==> src/design/lpm_pkg.sv <==
// Constants, mode codes and widths shared by the low-power sequencer and its wake qualifier.
package lpm_pkg;

    // ------------------------------------------------------------
    // Widths
    // ------------------------------------------------------------
    localparam int unsigned CNT_W = 18;
    localparam int unsigned MODE_W = 2;
    localparam int unsigned QPRD_W = 8;
    localparam int unsigned SQUAL_W = 6;
    localparam int unsigned DIV_W = 8;

    // ------------------------------------------------------------
    // Clock rates
    // ------------------------------------------------------------
    // The system clock equals core_clk; the oscillator rate is a divided enable.
    localparam int unsigned CORE_CLK_MHZ = 50;
    localparam int unsigned OSC_DIV = 2;

    // ------------------------------------------------------------
    // Timing counts, in cycles of the named clock
    // ------------------------------------------------------------
    localparam int unsigned FLUSH_SYS_CYCLES = 32;
    localparam int unsigned IDLE_WAKE_MIN_SYS = 2;
    localparam int unsigned IQT_WINDOWS = 5;
    localparam int unsigned IQT_PERIOD_MUL = 2;
    localparam int unsigned IQT_BASE_SYS = 1;
    localparam int unsigned IDLE_RESUME_FAST_SYS = 8;
    localparam int unsigned IDLE_RESUME_SLEEP_SYS = 1050;
    localparam int unsigned STBY_WAKE_MIN_OSC = 12;
    localparam int unsigned STBY_QUAL_BASE_OSC = 2;
    localparam int unsigned STBY_RESUME_FAST_OSC = 12;
    localparam int unsigned STBY_RESUME_SLEEP_SYS = 1125;
    localparam int unsigned HALT_NMI_MIN_OSC = 2;
    localparam int unsigned HALT_RST_MIN_OSC = 8;
    localparam int unsigned PLL_LOCK_OSC = 131072;
    localparam int unsigned HALT_RESUME_SLEEP_SYS = 1125;
    localparam int unsigned HALT_RESUME_RAM_SYS = 35;

    // ------------------------------------------------------------
    // Low-power mode codes
    // ------------------------------------------------------------
    localparam logic [MODE_W-1:0] MODE_IDLE = 2'h0;
    localparam logic [MODE_W-1:0] MODE_STANDBY = 2'h1;
    localparam logic [MODE_W-1:0] MODE_HALT = 2'h2;

    // ------------------------------------------------------------
    // Reset values
    // ------------------------------------------------------------
    localparam logic [MODE_W-1:0] MODE_RESET = MODE_IDLE;
    localparam logic CLK_EN_RESET = 1'h1;
    localparam logic XCLK_RESET = 1'h0;

endpackage

==> src/design/wake_qual_if.sv <==
// Signals between the sequencer and its wake pulse qualifier.
`timescale 1ns/10ps
interface wake_qual_if;
    logic tick;
    logic level;
    logic clear;
    logic [lpm_pkg::CNT_W-1:0] need;
    logic hit;

    modport qual (
        input tick,
        input level,
        input clear,
        input need,
        output hit
    );

    modport ctrl (
        output tick,
        output level,
        output clear,
        output need,
        input hit
    );
endinterface

==> src/design/wake_qual.sv <==
// Wake pulse qualifier: counts consecutive active ticks and flags a wake once enough are seen.
`timescale 1ns/10ps
module wake_qual (
    input wire logic core_clk,
    input wire logic rst,
    wake_qual_if.qual port
);
    import lpm_pkg::*;

    typedef struct packed {
        logic [CNT_W-1:0] cnt;
        logic hit;
    } qual_s;

    qual_s st;
    qual_s next_st;

    // ------------------------------------------------------------
    // Counting
    // ------------------------------------------------------------
    // A pulse that drops before the threshold restarts the count, so a glitch never wakes.
    always_comb begin
        next_st = st;
        if (port.tick && port.level) begin
            if (st.cnt != port.need) begin
                next_st.cnt = st.cnt + CNT_W'(1);
            end
            if ((st.cnt + CNT_W'(1)) >= port.need) begin
                next_st.hit = 1'b1;
            end
        end else if (port.tick) begin
            next_st.cnt = '0;
        end
        // A hit in the same cycle as the clear survives.
        if (port.clear && !next_st.hit) begin
            next_st.cnt = '0;
        end else if (port.clear && st.hit) begin
            next_st = '0;
        end
    end

    always_ff @(posedge core_clk or posedge rst) begin
        if (rst) begin
            st <= '0;
        end else begin
            st <= next_st;
        end
    end

    assign port.hit = st.hit;

endmodule // wake_qual

==> src/design/lpm_sequencer.sv <==
// Low-power mode sequencer: entry flush, wake qualification, oscillator and PLL restart, resume delays.
//
// Operation
// - Qualified IDLE wake needs one cycle plus five times period times two.
// - IDLE wake with active flash or RAM resumes after eight system cycles.
// - IDLE wake with sleeping flash resumes after 1050 system cycles.
// - Resume marks the instruction after IDLE; interrupt servicing comes later.
// - IDLE ends on enabled interrupt, watchdog wake, NMI pin or reset pin.
// - Standby entry keeps the system clock running 32 cycles before stopping.
// - Standby wake pulse: twelve oscillator cycles, or two plus qualifier count.
// - Standby resume: twelve oscillator cycles, or 1125 system cycles from sleeping flash.
// - Standby exits after latency; interrupt answered only when enabled.
// - Halt entry keeps the system clock 32 cycles, then stops oscillator and core.
// - In halt all clocks, oscillator and PLL are off.
// - NMI in halt restarts the oscillator; PLL waits for pin release.
// - NMI release starts a 131072 oscillator cycle PLL lock before core clock.
// - After lock, resume after 1125 cycles from sleeping flash or 35 from RAM.
// - On halt entry the external clock goes high 32 system cycles after IDLE.
// - The IDLE instruction enters whichever low-power mode is selected.
`timescale 1ns/10ps
module lpm_sequencer #(
    parameter int unsigned PLL_LOCK_CYCLES = lpm_pkg::PLL_LOCK_OSC,
    parameter int unsigned OSC_DIVIDE = lpm_pkg::OSC_DIV
) (
    input wire logic core_clk,
    input wire logic rst,
    input wire logic idle_exec,
    input wire logic [lpm_pkg::MODE_W-1:0] lpm_mode,
    input wire logic qual_enable,
    input wire logic [lpm_pkg::QPRD_W-1:0] input_qual_period,
    input wire logic [lpm_pkg::SQUAL_W-1:0] standby_qual_count,
    input wire logic flash_asleep,
    input wire logic run_from_ram,
    input wire logic periph_int,
    input wire logic periph_int_en,
    input wire logic watchdog_wake_int,
    input wire logic nonmaskable_int_pin_n,
    input wire logic reset_pin_n,
    output logic core_clock_en,
    output logic sys_clock_en,
    output logic osc_enable,
    output logic pll_enable,
    output logic external_clock_out,
    output logic exec_resume,
    output logic wake_irq,
    output logic in_low_power
);
    import lpm_pkg::*;

    // ------------------------------------------------------------
    // State
    // ------------------------------------------------------------
    typedef enum logic [2:0] {
        ST_RUN,
        ST_FLUSH,
        ST_IDLE,
        ST_STBY,
        ST_HALT,
        ST_HALT_OSC,
        ST_PLL,
        ST_RESUME
    } seq_state_e;

    typedef struct packed {
        seq_state_e state;
        logic nmi_s1;
        logic nmi_s2;
        logic rs_s1;
        logic rs_s2;
        logic [MODE_W-1:0] mode;
        logic [CNT_W-1:0] cnt;
        logic res_osc;
        logic [DIV_W-1:0] div;
        logic osc_tick;
        logic irq_pend;
        logic core_en;
        logic sys_en;
        logic osc_en;
        logic pll_en;
        logic xclk;
        logic resume;
        logic irq;
        logic lp;
    } seq_s;

    localparam seq_s SEQ_RESET = '{
        state: ST_RUN,
        mode: MODE_RESET,
        core_en: CLK_EN_RESET,
        sys_en: CLK_EN_RESET,
        osc_en: CLK_EN_RESET,
        pll_en: CLK_EN_RESET,
        xclk: XCLK_RESET,
        default: '0
    };

    localparam logic [DIV_W-1:0] DIV_LAST = DIV_W'(OSC_DIVIDE - 1);
    localparam logic [CNT_W-1:0] LOCK_CNT = CNT_W'(PLL_LOCK_CYCLES);
    localparam logic [CNT_W-1:0] IQT_MUL = CNT_W'(IQT_WINDOWS * IQT_PERIOD_MUL);

    seq_s st;
    seq_s next_st;
    wake_qual_if wq ();

    logic int_hit;
    logic any_wake;
    logic [CNT_W-1:0] idle_need;
    logic [CNT_W-1:0] stby_need;

    wake_qual u_wake_qual (
        .core_clk(core_clk),
        .rst(rst),
        .port(wq.qual)
    );

    // ------------------------------------------------------------
    // Next-state logic
    // ------------------------------------------------------------
    always_comb begin
        next_st = st;
        // Pin levels arrive asynchronously; only the second stage is used below.
        next_st.nmi_s1 = ~nonmaskable_int_pin_n;
        next_st.nmi_s2 = st.nmi_s1;
        next_st.rs_s1 = ~reset_pin_n;
        next_st.rs_s2 = st.rs_s1;
        next_st.resume = 1'b0;
        next_st.irq = 1'b0;

        // Oscillator-rate enable, kept running so halt pins can still be timed.
        if (st.div == DIV_LAST) begin
            next_st.div = '0;
            next_st.osc_tick = 1'b1;
        end else begin
            next_st.div = st.div + DIV_W'(1);
            next_st.osc_tick = 1'b0;
        end

        int_hit = periph_int & periph_int_en;
        any_wake = int_hit | watchdog_wake_int | st.nmi_s2 | st.rs_s2;
        idle_need = qual_enable ? CNT_W'(IQT_BASE_SYS) + IQT_MUL * CNT_W'(input_qual_period)
                                : CNT_W'(IDLE_WAKE_MIN_SYS);
        stby_need = qual_enable ? CNT_W'(STBY_QUAL_BASE_OSC) + CNT_W'(standby_qual_count)
                                : CNT_W'(STBY_WAKE_MIN_OSC);

        wq.tick = 1'b1;
        wq.level = 1'b0;
        wq.clear = 1'b1;
        wq.need = idle_need;

        case (st.state)
            ST_RUN: begin
                next_st.mode = lpm_mode;
                if (idle_exec) begin
                    next_st.lp = 1'b1;
                    next_st.irq_pend = 1'b0;
                    if (st.mode == MODE_IDLE) begin
                        next_st.core_en = 1'b0;
                        next_st.state = ST_IDLE;
                    end else begin
                        next_st.cnt = CNT_W'(FLUSH_SYS_CYCLES);
                        next_st.state = ST_FLUSH;
                    end
                end
            end
            ST_FLUSH: begin
                if (st.cnt <= CNT_W'(1)) begin
                    next_st.cnt = '0;
                    next_st.core_en = 1'b0;
                    next_st.sys_en = 1'b0;
                    if (st.mode == MODE_HALT) begin
                        next_st.osc_en = 1'b0;
                        next_st.pll_en = 1'b0;
                        next_st.state = ST_HALT;
                    end else begin
                        next_st.state = ST_STBY;
                    end
                end else begin
                    next_st.cnt = st.cnt - CNT_W'(1);
                end
            end
            ST_IDLE: begin
                wq.clear = 1'b0;
                wq.level = any_wake;
                next_st.irq_pend = st.irq_pend | int_hit | watchdog_wake_int | st.nmi_s2;
                if (wq.hit) begin
                    next_st.res_osc = 1'b0;
                    if (flash_asleep && !run_from_ram) begin
                        next_st.cnt = CNT_W'(IDLE_RESUME_SLEEP_SYS);
                    end else begin
                        next_st.cnt = CNT_W'(IDLE_RESUME_FAST_SYS);
                    end
                    next_st.state = ST_RESUME;
                end
            end
            ST_STBY: begin
                wq.clear = 1'b0;
                wq.tick = st.osc_tick;
                wq.level = periph_int | watchdog_wake_int | st.nmi_s2 | st.rs_s2;
                wq.need = stby_need;
                // A peripheral interrupt is answered after the wake only when enabled.
                next_st.irq_pend = st.irq_pend | int_hit | watchdog_wake_int | st.nmi_s2;
                if (wq.hit) begin
                    next_st.sys_en = 1'b1;
                    if (flash_asleep && !run_from_ram) begin
                        next_st.res_osc = 1'b0;
                        next_st.cnt = CNT_W'(STBY_RESUME_SLEEP_SYS);
                    end else begin
                        next_st.res_osc = 1'b1;
                        next_st.cnt = CNT_W'(STBY_RESUME_FAST_OSC);
                    end
                    next_st.state = ST_RESUME;
                end
            end
            ST_HALT: begin
                wq.clear = 1'b0;
                wq.tick = st.osc_tick;
                wq.level = st.nmi_s2 | st.rs_s2;
                wq.need = st.rs_s2 ? CNT_W'(HALT_RST_MIN_OSC) : CNT_W'(HALT_NMI_MIN_OSC);
                next_st.irq_pend = st.irq_pend | st.nmi_s2;
                if (wq.hit) begin
                    next_st.osc_en = 1'b1;
                    next_st.state = ST_HALT_OSC;
                end
            end
            ST_HALT_OSC: begin
                if (!st.nmi_s2 && !st.rs_s2) begin
                    next_st.pll_en = 1'b1;
                    next_st.cnt = LOCK_CNT;
                    next_st.state = ST_PLL;
                end
            end
            ST_PLL: begin
                if (st.osc_tick) begin
                    if (st.cnt <= CNT_W'(1)) begin
                        next_st.sys_en = 1'b1;
                        next_st.res_osc = 1'b0;
                        if (flash_asleep && !run_from_ram) begin
                            next_st.cnt = CNT_W'(HALT_RESUME_SLEEP_SYS);
                        end else begin
                            next_st.cnt = CNT_W'(HALT_RESUME_RAM_SYS);
                        end
                        next_st.state = ST_RESUME;
                    end else begin
                        next_st.cnt = st.cnt - CNT_W'(1);
                    end
                end
            end
            ST_RESUME: begin
                if (st.osc_tick || !st.res_osc) begin
                    if (st.cnt <= CNT_W'(1)) begin
                        next_st.cnt = '0;
                        next_st.core_en = 1'b1;
                        next_st.sys_en = 1'b1;
                        next_st.resume = 1'b1;
                        next_st.irq = st.irq_pend;
                        next_st.irq_pend = 1'b0;
                        next_st.lp = 1'b0;
                        next_st.state = ST_RUN;
                    end else begin
                        next_st.cnt = st.cnt - CNT_W'(1);
                    end
                end
            end
            default: begin
                next_st = SEQ_RESET;
            end
        endcase

        // The external clock follows the system clock and parks high while it is stopped.
        next_st.xclk = next_st.sys_en ? ~st.xclk : 1'b1;
    end

    always_ff @(posedge core_clk or posedge rst) begin
        if (rst) begin
            st <= SEQ_RESET;
        end else begin
            st <= next_st;
        end
    end

    // ------------------------------------------------------------
    // Outputs
    // ------------------------------------------------------------
    assign core_clock_en = st.core_en;
    assign sys_clock_en = st.sys_en;
    assign osc_enable = st.osc_en;
    assign pll_enable = st.pll_en;
    assign external_clock_out = st.xclk;
    assign exec_resume = st.resume;
    assign wake_irq = st.irq;
    assign in_low_power = st.lp;

endmodule // lpm_sequencer

==> config.mk <==
export PLATFORM = sky130hd
export DESIGN_NAME = lpm_sequencer
export DESIGN_NICKNAME = d
export VERILOG_FILES = /design/src/design/lpm_pkg.sv /design/src/design/wake_qual_if.sv /design/src/design/wake_qual.sv /design/src/design/lpm_sequencer.sv
export SDC_FILE = /design/constraint.sdc
export NUM_CORES = 1
export LEC_CHECK = 0
export BUFFER_PORTS_ARGS = -buffer_cell sky130_fd_sc_hd__buf_2
export CELL_PAD_IN_SITES_DETAIL_PLACEMENT = 2
export CELL_PAD_IN_SITES_GLOBAL_PLACEMENT = 2
export CORE_MARGIN = 2
export CORE_UTILIZATION = 25
export DETAILED_ROUTE_END_ITERATION = 6
export PLACE_DENSITY = 0.59
export SYNTH_ARGS = -nofsm -noshare
export SYNTH_HDL_FRONTEND = slang
export SYNTH_SLANG_ARGS = --single-unit
export TNS_END_PERCENT = 5
==> constraint.sdc <==
create_clock -name core_clk -period 3.71 [get_ports core_clk]
set_input_delay 0.1855 -clock core_clk [delete_from_list [all_inputs] [get_ports core_clk]]
set_output_delay 0.1855 -clock core_clk [all_outputs]
set_load 0.02 [all_outputs]
==> reports/results.ini <==
[setup_path]
path_class = flop to flop
worstPathRequired_ns = 3.97
critPathLaunchType = flop
path_max_fanout = 8
endpoint_kind = flop
crit_arrival_ns = 3.48
reg2reg_depth = 12

[grt]
grt_max_degree = 40
grt_pass1_vias = 5221
grt_pass1_wl_mm = 29.2
track_usage_pct = 18.1
antenna_found_initial = 0
grt_overflow = 0

[placed_design]
pre_cts_slack_ns = 0.190
routabilityCongestion = 0.778
port_buffers = 34
hpwl_mm = 13.4

[clock_network]
post_cts_resized = 0
cts_buffers = 9
clkTransAtPathRegs_ns = 0.06
clock-sinks = 65
htreeDepth = 3
ctsLongestPathBuffers = 2
clk_latency_ns = 0.34
tritoncts = built
cts-root-buf = clkbuf_16

[detailed_routing]
ant_nets = 0
drc_errors = 0
dr.pass1.iters = 4
via_per_inst = 5.17
wl_per_cell_um = 19.3
vias = 4717
drtIter0Drc = 190
wl_mm = 17.6

[min_path]
hp-class = input port to flop
hold_depth = 3

[sta]
relSlewSlack_pct = 55.5
finalHoldViolCount = 0
setup_viol = 0
setup_slack_ns = 0.490
tns_ns = 0
slew_violations = 0
rsz0062_at_grt = no
clock.fmax_ghz = 0.311
finalCritPeriodShare_pct = 86.8
tightestPinTransition_ns = 0.661
skew_ns = 0.00853
period_needed_ns = 3.22
hold_slack_ns = 0.0665

[synth]
async_reset_ff_share_pct = 100
synth_area_sq_um = 4960
yosysSeqAreaShare_pct = 32.9
yosysWarnings = 0
yosysMostFrequentCell = dfrtp_1
yosysTopAreaCellShare_pct = 30.8
yosys_most_used_dff = dfrtp_1
ys_types = 70
synth_fp_nets = 666
ys_top_cells_by_count = 61 x dfrtp_1, 60 x nor2_1, 52 x o21ai_0
synth-seq-cells = 65
synth.avg_cell_area_sq_um = 8.16
yosys.area.top_type = dfrtp_1
synth_cells = 608
synth_edf_count = 0
netlist_top_cells_area = dfrtp_1 31%, ha_1 7.6%, o21ai_0 5.2%

[floorplanning]
die_w_um = 145
core_area_sq_um = 19500
row_count = 51
ios = 35
start_util_pct = 25.5
die-area_sq_um = 21000
fp.dieH_um = 145

[final_layout]
nets = 700
ff_latch_area_sq_um = 1630
final_layout_size_suffix_gt1_share_pct = 13.9
syn_to_final_growth_pct = 17.3
fill_cells = 2225
antenna-diode-count = 0
multi_input_area_sq_um = 3120

[pwr]
p_per_area_nw_per_um2 = 772
vdd_ir_drop_max_v = 0.000321
leakagePower_nw = 2.50

[outcome]
status = finished, final reports clean

[run]
maxCapViolations = 0

[worst paths after layout]
check                                 startpoint                       endpoint  slack [ns]
hold / removal                       lpm_mode[0]             st[37]$_DFFE_PP0N_        0.07
setup / recovery              st[44]$_DFFE_PP0P_  u_wake_qual.st[6]$_DFFE_PP0P_        0.49
min in group asynchronous                    rst             st[38]$_DFFE_PP0N_        0.48
max in group asynchronous                    rst         osc_enable$_DFFE_PP1P_        2.25
setup reg to reg              st[44]$_DFFE_PP0P_  u_wake_qual.st[6]$_DFFE_PP0P_        0.49
hold reg to reg            next_st[39]$_DFF_PP0_               st[39]$_DFF_PP0_        0.35
[area by class of cell]
| cell class | count | share of cell area (%) |
|---|---|---|
| Sequential cell | 65 | 28.0 |
| Clock buffer | 11 | 4.17 |
| Multi-Input combinational cell | 491 | 53.5 |
| Timing Repair Buffer | 55 | 5.76 |
| Clock inverter | 5 | 1.48 |
| Tap cell | 265 | 5.70 |
| Inverter | 20 | 1.29 |
[per-layer routing]
metal  part of all wire [%]  routed length (um)  global-route usage [%]  vias to the layer above
met3                    1.3                 223                    2.60                       13
met5                      0                   0                       0                        -
met1                     47                8340                    23.5                     2378
met4                    1.1                 192                    4.19                        0
li1                       -                   -                       -                     2299
met2                     50                8830                    31.7                       27
[cell families (layout without fill, tap and decap cells)]
family                     count (synthesis)  in the layout  share of synthesized area, %
and+or+nand+nor                          238            238                          24.3
AOI/OAI and AO/OA                        189            189                          24.5
DFF                                       65             65                          32.9
buffers and inverters                     52             91                          4.26
adders and majority gates                 31             31                          7.97
xor gates and xnor gates                  27             27                          4.77
muxes                                      6              6                          1.26
[what timing repair did]
item | in CTS | in global routing
hold buffers | 3 | 0
setup buffers | 0 | 0
endpoints found under the hold margin | 28 | 0
[layout by cell type, fill, tap and decap left out, drive strengths merged, types with 5 or more instances in the layout]
master	Yosys	final
a211oi	6	6
a21o	6	6
a21oi	46	46
a31oi	7	7
and3	16	16
buf	11	52
clkbuf	21	11
dfrtp	61	61
ha	30	30
inv	20	22
nand2	51	51
nand2b	9	9
nand3	28	28
nor2	61	61
nor2b	6	6
nor3	21	21
nor3b	5	5
nor4	7	7
o21a	6	6
o21ai	64	64
o31ai	10	10
or3	12	12
xnor2	17	17
xor2	10	10
[flip-flops by register name (all words and copies together), names as in the netlist]
signal                count
next_st                   2
in_low_power              1
external_clock_out        1
u_wake_qual.st           18
pll_enable                1
u_wake_qual.port.hit      1
wake_irq                  1
osc_enable                1
sys_clock_en              1
exec_resume               1
core_clock_en             1
st                       36
[stage by stage]
stage | std cells | cell area (sq um) | power (W) | util [%]
finish | 912 | 5820 | 0.00449 | 29.9
global route | 912 | 5820 | 0.00490 | 29.9
CTS | 912 | 5820 | 0.00457 | 29.9
detailed placement | 893 | 5460 | 0.00356 | 28.0
global placement | 893 | 5460 | 0.00347 | 28.0
floorplan | 608 | 4960 | 0.00269 | -
[power breakdown]
group / total [W] / internal (W) / switching, W / leakage, nW
registers: 0.00108 / 0.000895 / 0.000190 / 0.849
clock network: 0.000968 / 0.000613 / 0.000354 / 0.161
logic: 0.00244 / 0.000853 / 0.00159 / 1.49
[worst max-delay path, stage by stage (launching register included)]
cell and delay [ns]:
dfrtp_1 0.45, or3b_1 0.44, nand3_2 0.10, nand2_1 0.06, ha_1 0.30, nor3_2 0.15
o221ai_1 0.15, a2111oi_2 0.38, o2111ai_1 0.22, a2111oi_4 0.42, buf_4 0.25, o21ai_0 0.11
o21ai_1 0.11
Note: power is estimated with default switching activity, not from simulation.
